`config.mk`:
```
export PLATFORM = sky130hd
export DESIGN_NAME = scdma_core
export DESIGN_NICKNAME = d
export VERILOG_FILES = /design/src/scdma_pkg.sv /design/src/scdma_core.sv
export VERILOG_INCLUDE_DIRS = /design/src /design/src/src
export SDC_FILE = /design/constraint.sdc
export NUM_CORES = 1
export LEC_CHECK = 0
export ABC_AREA = 1
export BUFFER_PORTS_ARGS = -buffer_cell sky130_fd_sc_hd__buf_4
export CAP_MARGIN = 20
export CORE_MARGIN = 4
export CORE_UTILIZATION = 55
export DETAILED_ROUTE_END_ITERATION = 12
export GPL_TIMING_DRIVEN = 1
export PLACE_DENSITY = 0.79
export SYNTH_ARGS = -nofsm -noshare
export SYNTH_HDL_FRONTEND = slang
export SYNTH_SLANG_ARGS = --single-unit
```
`constraint.sdc`:
```
create_clock -name ref_clk -period 3.4 [get_ports ref_clk]
set_input_delay 0.17 -clock ref_clk [delete_from_list [all_inputs] [get_ports ref_clk]]
set_output_delay 0.17 -clock ref_clk [all_outputs]
set_load 0.02 [all_outputs]
```
`src/scdma_params.svh`:
```
// register offsets, field positions, reset values and timing counts of the dma channel
`ifndef SCDMA_PARAMS_SVH
`define SCDMA_PARAMS_SVH

`define SCDMA_OFS_STATUS 6'h00
`define SCDMA_OFS_ERROR 6'h01
`define SCDMA_OFS_DEVCTL 6'h04
`define SCDMA_OFS_OPCTL 6'h05
`define SCDMA_OFS_SEQ 6'h06
`define SCDMA_OFS_CHCTL 6'h07
`define SCDMA_OFS_CNT_HI 6'h0a
`define SCDMA_OFS_CNT_LO 6'h0b
`define SCDMA_OFS_ADR_TOP 6'h0c
`define SCDMA_OFS_ADR_MH 6'h0d
`define SCDMA_OFS_ADR_ML 6'h0e
`define SCDMA_OFS_ADR_LO 6'h0f
`define SCDMA_OFS_VEC 6'h25
`define SCDMA_OFS_VEC_ERR 6'h27
`define SCDMA_OFS_PRIO 6'h2d

`define SCDMA_BIT_REQ_MODE 7
`define SCDMA_BIT_DIR 7
`define SCDMA_BIT_START 7
`define SCDMA_BIT_ABORT 4
`define SCDMA_BIT_INT_EN 3
`define SCDMA_BIT_COC 7
`define SCDMA_BIT_NDT 5
`define SCDMA_BIT_ERR 4
`define SCDMA_BIT_ACT 3

`define SCDMA_RST_VEC 8'h0f
`define SCDMA_NULL_READ 8'hff
`define SCDMA_DEVCTL_FIXED 8'h30
`define SCDMA_OPCTL_FIXED 8'h02
`define SCDMA_SEQ_FIXED 8'h40
`define SCDMA_ERR_NONE 5'h00
`define SCDMA_ERR_BUS 5'h09
`define SCDMA_ERR_ABORT 5'h11

`define SCDMA_SYNC_STAGES 2
`define SCDMA_DTC_CYCLES 1

`endif

```
`src/scdma_pkg.sv`:
```
// types shared by the dma channel
package scdma_pkg;
    typedef enum logic [1:0] {
        SZ_BYTE,
        SZ_WORD,
        SZ_LONG,
        SZ_DOUBLE
    } scdma_size_type;

    typedef enum {
        ST_IDLE,
        ST_ARB,
        ST_XFER,
        ST_DTC
    } scdma_state_type;
endpackage

```
`src/scdma_core.sv`:
```
// single channel dma engine: register port, request handling and bus sequencing
`timescale 1ns/100ps
`include "scdma_params.svh"

//////////////////////////////////////////////////////////////////////////////
// Overview of operation
// - burst mode: request held from acknowledge to complete starts next operand.
// - burst mode: request dropped before complete releases bus, waits idle.
// - cycle steal: extra edges before first part acknowledged are ignored.
// - cycle steal: release bus after service unless a new request came before complete.
// - byte size: address plus one, upper strobe on even, lower on odd.
// - word size: address plus two, both strobes, count once per word.
// - long size: two word transfers, address plus two each, count once.
// - double size: one transfer, address plus four, bit one low, both strobes.
// - operation control bit 7 chooses memory-to-device or device-to-memory.
// - device control bit 3 reads as OR of the two operand size bits.
// - unused register bits always read their fixed defaults.
// - every register is a byte, grouped so wider moves also work.
// - address bit zero low selects upper lane, high selects lower lane.
// - sequence, top address and priority writes complete but do nothing.
// - error code: 00000 none, 01001 bus error, 10001 software abort.
// - start drops pending requests, clears start, sets active, then serves.
// - start is refused while any of status bits 7 down to 1 is set.
// - reset sets control, status, error and vector; counters and priority kept.
// - status completion, termination and error clear only where a one is written.
// - abort stops, sets completion and error, clears active and start, codes abort.
module scdma_core #(
    parameter int ADDR_W = 24,
    parameter int COUNT_W = 16
) (
    input wire logic ref_clk, // system clock
    input wire logic rst, // synchronous reset, active high
    input wire logic chip_select_n, // register access select pin
    input wire logic reg_read, // 1 read, 0 write
    input wire logic [7:0] reg_addr, // register address, bit 0 is the byte lane
    input wire logic [7:0] reg_wdata, // register write data
    output logic [7:0] reg_rdata, // register read data
    output logic reg_dtack_n, // register access done
    input wire logic device_request_n, // device request
    input wire logic device_ready_n, // device ready
    output logic device_acknowledge_n, // request acknowledge
    output logic device_transfer_complete_n, // transfer complete strobe
    output logic done_n, // last operand of the block
    output logic bus_request_n, // bus request
    input wire logic bus_grant_n, // bus grant
    output logic own_n, // bus ownership
    output logic [ADDR_W-1:1] mem_addr, // memory word address
    output logic mem_read, // 1 memory read, 0 memory write
    output logic upper_byte_strobe_n, // upper data strobe
    output logic lower_byte_strobe_n, // lower data strobe
    input wire logic mem_dtack_n, // memory acknowledge
    input wire logic bus_error_n // bus error from error logic
);
    localparam int NSYNC = 6;
    localparam int I_CS = 0;
    localparam int I_REQ = 1;
    localparam int I_RDY = 2;
    localparam int I_GNT = 3;
    localparam int I_DTK = 4;
    localparam int I_BER = 5;

    //////////////////////////////////////////////////////////////////////////
    // input synchronisers
    logic [NSYNC-1:0] raw_in;
    logic [NSYNC-1:0] sync_ff [`SCDMA_SYNC_STAGES];
    assign raw_in = {bus_error_n, mem_dtack_n, bus_grant_n, device_ready_n,
                     device_request_n, chip_select_n};

    always_ff @(posedge ref_clk) begin
        if (rst) begin
            sync_ff[0] <= '1;
        end else begin
            sync_ff[0] <= raw_in;
        end
    end

    genvar gs;
    generate
        for (gs = 1; gs < `SCDMA_SYNC_STAGES; gs++) begin : g_sync
            always_ff @(posedge ref_clk) begin
                if (rst) begin
                    sync_ff[gs] <= '1;
                end else begin
                    sync_ff[gs] <= sync_ff[gs-1];
                end
            end
        end
    endgenerate

    logic cs_act, req_act, rdy_act, gnt_act, dtk_act, ber_act;
    assign cs_act = ~sync_ff[`SCDMA_SYNC_STAGES-1][I_CS];
    assign req_act = ~sync_ff[`SCDMA_SYNC_STAGES-1][I_REQ];
    assign rdy_act = ~sync_ff[`SCDMA_SYNC_STAGES-1][I_RDY];
    assign gnt_act = ~sync_ff[`SCDMA_SYNC_STAGES-1][I_GNT];
    assign dtk_act = ~sync_ff[`SCDMA_SYNC_STAGES-1][I_DTK];
    assign ber_act = ~sync_ff[`SCDMA_SYNC_STAGES-1][I_BER];

    //////////////////////////////////////////////////////////////////////////
    // register access strobes, one per select
    logic acc_done_ff, acc, wr;
    logic [5:0] ofs;
    assign acc = cs_act & ~acc_done_ff;
    assign wr = acc & ~reg_read;
    assign ofs = reg_addr[5:0];

    function automatic logic hit(input logic [5:0] o, input logic [5:0] a);
        return o == a;
    endfunction

    always_ff @(posedge ref_clk) begin
        if (rst) begin
            acc_done_ff <= 1'b0;
        end else begin
            acc_done_ff <= cs_act;
        end
    end

    //////////////////////////////////////////////////////////////////////////
    // control registers
    logic mode_ff, dir_ff, start_ff, int_en_ff;
    logic [1:0] size_ff;
    logic [7:0] vec_ff;
    logic [COUNT_W-1:0] count_ff;
    logic [ADDR_W-1:0] mac_ff;
    logic coc_ff, ndt_ff, err_ff, act_ff, last_ff;
    logic [4:0] code_ff;
    logic abort_wr, start_wr, start_ok, go;
    logic [7:0] status_rd;

    assign abort_wr = wr & hit(ofs, `SCDMA_OFS_CHCTL) & reg_wdata[`SCDMA_BIT_ABORT];
    assign start_wr = wr & hit(ofs, `SCDMA_OFS_CHCTL) & reg_wdata[`SCDMA_BIT_START];
    assign start_ok = ~(coc_ff | ndt_ff | err_ff | act_ff);
    assign go = start_ff & ~abort_wr;

    always_ff @(posedge ref_clk) begin
        if (rst) begin
            mode_ff <= 1'b0;
            dir_ff <= 1'b0;
            size_ff <= 2'h0;
            int_en_ff <= 1'b0;
            vec_ff <= `SCDMA_RST_VEC;
        end else if (wr) begin
            if (hit(ofs, `SCDMA_OFS_DEVCTL)) begin
                mode_ff <= reg_wdata[`SCDMA_BIT_REQ_MODE];
            end else if (hit(ofs, `SCDMA_OFS_OPCTL)) begin
                dir_ff <= reg_wdata[`SCDMA_BIT_DIR];
                size_ff <= reg_wdata[5:4];
            end else if (hit(ofs, `SCDMA_OFS_CHCTL)) begin
                int_en_ff <= reg_wdata[`SCDMA_BIT_INT_EN];
            end else if (hit(ofs, `SCDMA_OFS_VEC) || hit(ofs, `SCDMA_OFS_VEC_ERR)) begin
                vec_ff <= reg_wdata;
            end
        end
    end

    // start is only cleared by reset, by starting or by abort
    always_ff @(posedge ref_clk) begin
        if (rst) begin
            start_ff <= 1'b0;
        end else if (abort_wr || start_ff) begin
            start_ff <= 1'b0;
        end else if (start_wr && start_ok) begin
            start_ff <= 1'b1;
        end
    end

    //////////////////////////////////////////////////////////////////////////
    // transfer state machine
    scdma_pkg::scdma_state_type state_ff, nxt_state;
    logic part_ff, nxt_part, op_start, xfer_end, finish;
    logic burst_ok_ff, cs_pend_ff, req_prev_ff, have_req, ack_free_ff;
    scdma_pkg::scdma_size_type sz;
    assign sz = scdma_pkg::scdma_size_type'(size_ff);
    assign have_req = mode_ff ? cs_pend_ff : req_act;
    assign xfer_end = (state_ff == scdma_pkg::ST_XFER) & dtk_act & rdy_act & ~ber_act
                      & ack_free_ff;

    always_comb begin
        nxt_state = state_ff;
        nxt_part = part_ff;
        op_start = 1'b0;
        finish = 1'b0;
        case (state_ff)
            scdma_pkg::ST_IDLE: begin
                if (act_ff && !go && have_req) begin
                    nxt_state = scdma_pkg::ST_ARB;
                end
            end
            scdma_pkg::ST_ARB: begin
                if (!mode_ff && !req_act) begin
                    nxt_state = scdma_pkg::ST_IDLE;
                end else if (gnt_act) begin
                    nxt_state = scdma_pkg::ST_XFER;
                    op_start = 1'b1;
                    nxt_part = 1'b0;
                end
            end
            scdma_pkg::ST_XFER: begin
                if (ber_act) begin
                    nxt_state = scdma_pkg::ST_IDLE;
                end else if (xfer_end) begin
                    nxt_state = scdma_pkg::ST_DTC;
                end
            end
            scdma_pkg::ST_DTC: begin
                if (sz == scdma_pkg::SZ_LONG && !part_ff) begin
                    nxt_state = scdma_pkg::ST_XFER;
                    nxt_part = 1'b1;
                end else if (last_ff) begin
                    nxt_state = scdma_pkg::ST_IDLE;
                    finish = 1'b1;
                end else if (mode_ff ? cs_pend_ff : (burst_ok_ff && req_act)) begin
                    nxt_state = scdma_pkg::ST_XFER;
                    nxt_part = 1'b0;
                    op_start = 1'b1;
                end else begin
                    nxt_state = scdma_pkg::ST_IDLE;
                end
            end
            default: nxt_state = scdma_pkg::ST_IDLE;
        endcase
    end

    always_ff @(posedge ref_clk) begin
        if (rst || abort_wr) begin
            state_ff <= scdma_pkg::ST_IDLE;
            part_ff <= 1'b0;
        end else begin
            state_ff <= nxt_state;
            part_ff <= nxt_part;
        end
    end

    // burst: request must hold from acknowledge through complete
    always_ff @(posedge ref_clk) begin
        if (rst) begin
            burst_ok_ff <= 1'b0;
        end else if (op_start) begin
            burst_ok_ff <= req_act;
        end else if (!req_act) begin
            burst_ok_ff <= 1'b0;
        end
    end

    // synced acknowledge of the previous part lags; it must drop before a new part ends
    always_ff @(posedge ref_clk) begin
        if (rst) begin
            ack_free_ff <= 1'b1;
        end else if (xfer_end) begin
            ack_free_ff <= 1'b0;
        end else if (!dtk_act) begin
            ack_free_ff <= 1'b1;
        end
    end

    // cycle steal: one pending falling edge, freed when acknowledged
    always_ff @(posedge ref_clk) begin
        if (rst) begin
            req_prev_ff <= 1'b0;
            cs_pend_ff <= 1'b0;
        end else begin
            req_prev_ff <= req_act;
            if (req_act && !req_prev_ff && !go) begin
                cs_pend_ff <= 1'b1;
            end else if (go || (op_start && mode_ff)) begin
                cs_pend_ff <= 1'b0;
            end
        end
    end

    //////////////////////////////////////////////////////////////////////////
    // counters, no reset
    logic [2:0] step;
    always_comb begin
        case (sz)
            scdma_pkg::SZ_BYTE: step = 3'h1;
            scdma_pkg::SZ_DOUBLE: step = 3'h4;
            default: step = 3'h2;
        endcase
    end

    always_ff @(posedge ref_clk) begin
        if (wr && hit(ofs, `SCDMA_OFS_CNT_HI)) begin
            count_ff[COUNT_W-1:8] <= reg_wdata[COUNT_W-9:0];
        end else if (wr && hit(ofs, `SCDMA_OFS_CNT_LO)) begin
            count_ff[7:0] <= reg_wdata;
        end else if (op_start) begin
            count_ff <= count_ff - COUNT_W'(1);
        end
    end

    always_ff @(posedge ref_clk) begin
        if (op_start) begin
            last_ff <= (count_ff == COUNT_W'(1));
        end
    end

    always_ff @(posedge ref_clk) begin
        if (wr && hit(ofs, `SCDMA_OFS_ADR_MH)) begin
            mac_ff[23:16] <= reg_wdata;
        end else if (wr && hit(ofs, `SCDMA_OFS_ADR_ML)) begin
            mac_ff[15:8] <= reg_wdata;
        end else if (wr && hit(ofs, `SCDMA_OFS_ADR_LO)) begin
            mac_ff[7:0] <= reg_wdata;
        end else if (xfer_end) begin
            mac_ff <= mac_ff + ADDR_W'(step);
        end
    end

    //////////////////////////////////////////////////////////////////////////
    // status and error
    always_ff @(posedge ref_clk) begin
        if (rst) begin
            coc_ff <= 1'b0;
            ndt_ff <= 1'b0;
            err_ff <= 1'b0;
            act_ff <= 1'b0;
            code_ff <= `SCDMA_ERR_NONE;
        end else if (abort_wr) begin
            coc_ff <= 1'b1;
            err_ff <= 1'b1;
            act_ff <= 1'b0;
            code_ff <= `SCDMA_ERR_ABORT;
        end else if (state_ff == scdma_pkg::ST_XFER && ber_act) begin
            coc_ff <= 1'b1;
            err_ff <= 1'b1;
            act_ff <= 1'b0;
            code_ff <= `SCDMA_ERR_BUS;
        end else if (finish) begin
            coc_ff <= 1'b1;
            act_ff <= 1'b0;
        end else begin
            if (go) begin
                act_ff <= 1'b1;
            end
            if (wr && hit(ofs, `SCDMA_OFS_STATUS)) begin
                coc_ff <= coc_ff & ~reg_wdata[`SCDMA_BIT_COC];
                ndt_ff <= ndt_ff & ~reg_wdata[`SCDMA_BIT_NDT];
                err_ff <= err_ff & ~reg_wdata[`SCDMA_BIT_ERR];
                if (reg_wdata[`SCDMA_BIT_ERR]) begin
                    code_ff <= `SCDMA_ERR_NONE;
                end
            end
        end
    end

    //////////////////////////////////////////////////////////////////////////
    // read data and access acknowledge
    assign status_rd = {coc_ff, 1'b0, ndt_ff, err_ff, act_ff, 2'b00, ~rdy_act};

    always_ff @(posedge ref_clk) begin
        if (rst) begin
            reg_rdata <= 8'h00;
            reg_dtack_n <= 1'b1;
        end else begin
            reg_dtack_n <= ~(cs_act & acc_done_ff);
            if (acc && reg_read) begin
                if (hit(ofs, `SCDMA_OFS_STATUS)) begin
                    reg_rdata <= status_rd;
                end else if (hit(ofs, `SCDMA_OFS_ERROR)) begin
                    reg_rdata <= {3'b000, code_ff};
                end else if (hit(ofs, `SCDMA_OFS_DEVCTL)) begin
                    reg_rdata <= `SCDMA_DEVCTL_FIXED
                        | {mode_ff, 3'b000, |size_ff, 3'b000};
                end else if (hit(ofs, `SCDMA_OFS_OPCTL)) begin
                    reg_rdata <= `SCDMA_OPCTL_FIXED | {dir_ff, 1'b0, size_ff, 4'h0};
                end else if (hit(ofs, `SCDMA_OFS_SEQ)) begin
                    reg_rdata <= `SCDMA_SEQ_FIXED;
                end else if (hit(ofs, `SCDMA_OFS_CHCTL)) begin
                    reg_rdata <= {start_ff, 3'b000, int_en_ff, 3'b000};
                end else if (hit(ofs, `SCDMA_OFS_CNT_HI)) begin
                    reg_rdata <= count_ff[COUNT_W-1:8];
                end else if (hit(ofs, `SCDMA_OFS_CNT_LO)) begin
                    reg_rdata <= count_ff[7:0];
                end else if (hit(ofs, `SCDMA_OFS_ADR_TOP) || hit(ofs, `SCDMA_OFS_PRIO)) begin
                    reg_rdata <= 8'h00;
                end else if (hit(ofs, `SCDMA_OFS_ADR_MH)) begin
                    reg_rdata <= mac_ff[23:16];
                end else if (hit(ofs, `SCDMA_OFS_ADR_ML)) begin
                    reg_rdata <= mac_ff[15:8];
                end else if (hit(ofs, `SCDMA_OFS_ADR_LO)) begin
                    reg_rdata <= mac_ff[7:0];
                end else if (hit(ofs, `SCDMA_OFS_VEC) || hit(ofs, `SCDMA_OFS_VEC_ERR)) begin
                    reg_rdata <= vec_ff;
                end else begin
                    reg_rdata <= `SCDMA_NULL_READ;
                end
            end
        end
    end

    //////////////////////////////////////////////////////////////////////////
    // bus and device outputs
    logic in_xfer;
    assign in_xfer = (state_ff == scdma_pkg::ST_XFER);
    assign bus_request_n = ~(state_ff == scdma_pkg::ST_ARB);
    assign own_n = ~(in_xfer | (state_ff == scdma_pkg::ST_DTC));
    assign device_acknowledge_n = ~in_xfer;
    assign device_transfer_complete_n = ~(state_ff == scdma_pkg::ST_DTC);
    assign done_n = ~(in_xfer & last_ff);
    assign mem_read = ~dir_ff;
    assign mem_addr = {mac_ff[ADDR_W-1:2], mac_ff[1] & (sz != scdma_pkg::SZ_DOUBLE)};
    assign upper_byte_strobe_n = ~(in_xfer
        & ((sz != scdma_pkg::SZ_BYTE) | ~mac_ff[0]));
    assign lower_byte_strobe_n = ~(in_xfer
        & ((sz != scdma_pkg::SZ_BYTE) | mac_ff[0]));
endmodule

```
==> impl_metrics.tcl <==
set metrics [dict create \
    status "complete, no violations" \
    crit_chain "inv_1 -> ha_1 -> inv_1 -> fa_1 -> o21ai_0 -> nand2_1 -> nor2_2 -> nand2_2 -> nor2_4 -> nand3_1 -> xor2_1 -> nand2_1 -> o21ai_1" \
    period_share_pct 79.90 \
    synth_common_cells "nand2_1 (162), inv_1 (94), nor2_1 (88), o21ai_0 (52), dfxtp_1 (50)" \
    cts_resized 0 \
    p_int_mw 1.526 \
    yosys_most_used_dff "dfxtp_1" \
    totalWireLength_mm 15.06 \
    root_buffer "clkbuf_8" \
    cpMaxStageDelayCell "fa_1" \
    rsz0062_at_grt "false" \
    clock_latency_ns 0.37 \
    cap_viol_max_count 0 \
    clk_pin_slew_ns 0.09 \
    drcViolationCount 0 \
    antenna_found_initial 0 \
    min_path_type "primary input to register" \
    critPathBufInv 2 \
    antenna_left 0 \
    syn_nets 780 \
    p_sw_mw 0.4991 \
    core_area_sq_mm 0.009729 \
    dpl.hpwl_mm 11.51 \
    crit_family "adder cells" \
    post_cts_buffers 0 \
    seq_power_share_pct 56.8 \
    ctsHoldBuffers 6 \
    via_per_inst 5.525 \
    synth_area_leader_cell "edfxtp_1" \
    cts.sink_count 91 \
    setup_tns_ns 0 \
    worstSetupEndpointType "register" \
    cts_buffer_depth 2 \
    switching_share_pct 24.64 \
    grt.total_usage_pct 26.66 \
    syn_area_per_cell_sq_um 7.354 \
    max_stage_delay_ns 0.42 \
    cts_tree "yes" \
    pwr-share-comb_pct 6.7 \
    grt_pass1_wl_mm 24.05 \
    gr-total-overflow 0 \
    grt_start_max_net_pins 29 \
    ios 65 \
    cts-buffers-inserted 9 \
    leakagePower_nw 2.629 \
    yosysSeqAreaShare_pct 40.74 \
    synth_top_area_share_pct 22.47 \
    firstDrtPassIters 5 \
    p_total_mw 2.025 \
    startpoint_type "register" \
    die_h_microns 107.8 \
    synth_area_sq_mm 0.005479 \
    diodes 0 \
    yosysUniqueCellTypes 39 \
    routabilityCongestion 0.9878 \
    dpl-instance-area_sq_mm 0.005903 \
    synth-seq-cells 91 \
    pwr_density_cell_mw_per_mm2 328.9 \
    relSlewSlack_pct 64.67 \
    layout-drive-gt1-share_pct 15.81 \
    setup_slack_ns 0.6835 \
    fin_area_sq_mm 0.006158 \
    ir_drop_v 0.0001973 \
    initial_core_util_pct 56.31 \
    worst-setup-path-type "register to register" \
    cp_max_fo 4 \
    vias 5138 \
    die-area_sq_mm 0.01162 \
    yosysWarnings 0 \
    nNetsFinal 827 \
    final_hold_viol_count 0 \
    synth.area.top_cells "edfxtp_1 (22%), dfxtp_1 (18%), nand2_1 (11%), inv_1 (6.4%), nor2_1 (6.0%)" \
    portBuffers 62 \
    first_iter_violations 447 \
    grt_pass1_vias 4870 \
    crit_required_ns 3.52 \
    async_reset_ff_share_pct 0 \
    die_w_microns 107.8 \
    fp-row-count 36 \
    skew_ns 0.01064 \
    synth_most_common_cell "nand2_1" \
    holdWs_ns 0.1019 \
    syn_to_final_growth_pct 12.40 \
    crit_arrival_ns 2.84 \
    synth-edff-count 41 \
    fin_crit_ns 2.716 \
    worst_pin_slew_ns 0.5294 \
    drv_slew 0 \
    setup_violations 0 \
    htreeDepth 3 \
    fmax_mhz 368.1 \
    dpl_worst_slack_ns 0.7281 \
    netlist_instances 745 \
    clock_power_share_pct 36.5 \
    post_drt_wl_per_cell_microns 16.19 \
]
registers in the layout, indices dropped and copies added, names as in the netlist, 2 cells and up:
name and cells:
mac_ff 24, count_ff 16, sync_ff 12, reg_rdata 8, vec_ff 8, code_ff 3
size_ff 2, state_ff 2
per-stage QoR:
stage                     util [%]  cells
after floorplan                  -    745
after global placement       60.67    908
after detailed placement     60.67    908
after CTS                    63.30    930
after global routing         63.30    930
final                        63.30    930
cell usage in the layout (no fill, tap or decap), drive strengths merged, types with 18 or more instances in the layout:
cell / instances
nand2: 167
nand3: 44
edfxtp: 41
nor3: 18
a21oi: 45
dfxtp: 50
nor2: 100
o21ai: 68
inv: 99
buf: 66
worst reg2reg max path, stage by stage, from the launching register on:
cell,delay (ns)
dfxtp_1,0.38
inv_1,0.11
ha_1,0.33
inv_1,0.07
fa_1,0.42
o21ai_0,0.25
nand2_1,0.15
nor2_2,0.14
nand2_2,0.11
nor2_4,0.13
nand3_1,0.10
xor2_1,0.16
nand2_1,0.05
o21ai_1,0.06
power by group through the flow:
stage	combinational, mW	sequential, mW	clock (mW)
2_1_floorplan	0.0641	1.18	0
3_3_place_gp	0.126	1.17	0
3_5_place_dp	0.127	1.18	0
4_1_cts	0.133	1.15	0.749
5_1_grt	0.148	1.15	0.795
6_report	0.136	1.15	0.739
layout make-up:
type | instances | area, sq um
Clock buffer | 12 | 166.4
Clock inverter | 4 | 28.78
Fill cell | 889 | 3571
Inverter | 97 | 366.6
Multi-Input combinational cell | 521 | 2643
Sequential cell | 91 | 2232
Tap cell | 133 | 166.4
Timing Repair Buffer | 72 | 555.5
per-layer routing:
metal	wire, microns	vias to the layer above	track usage [%]
met5	0	-	0
met4	447	0	11.72
met3	1343	41	5.159
met2	7027	266	43.74
met1	6236	2321	34.08
li1	-	2510	-
path summary, 6_finish.rpt:
check / from / end / slack, ns / cells past startpoint
worst min-delay path: reg_wdata[3] / mac_ff[11]$_DFFE_PP_ / 0.10 / 3
worst min register to register: sync_ff[0][4]$_SDFF_PP1_ / sync_ff[1][4]$_SDFF_PP1_ / 0.41 / 1
worst max-delay path: size_ff[0]$_SDFFE_PP0P_ / mac_ff[22]$_DFFE_PP_ / 0.68 / 13
worst max register to register: size_ff[0]$_SDFFE_PP0P_ / mac_ff[22]$_DFFE_PP_ / 0.68 / 13
logic make-up (layout without fill, tap and decap cells):
family	Yosys count	in the layout	synth area share, %
simple gates	360	360	29.60
buf+inv	133	185	11.03
compound gates	128	128	12.54
flops	91	91	40.74
xor+xnor	23	23	3.677
fa+ha+maj	10	10	2.421
Power figures use the tool's default switching activity.
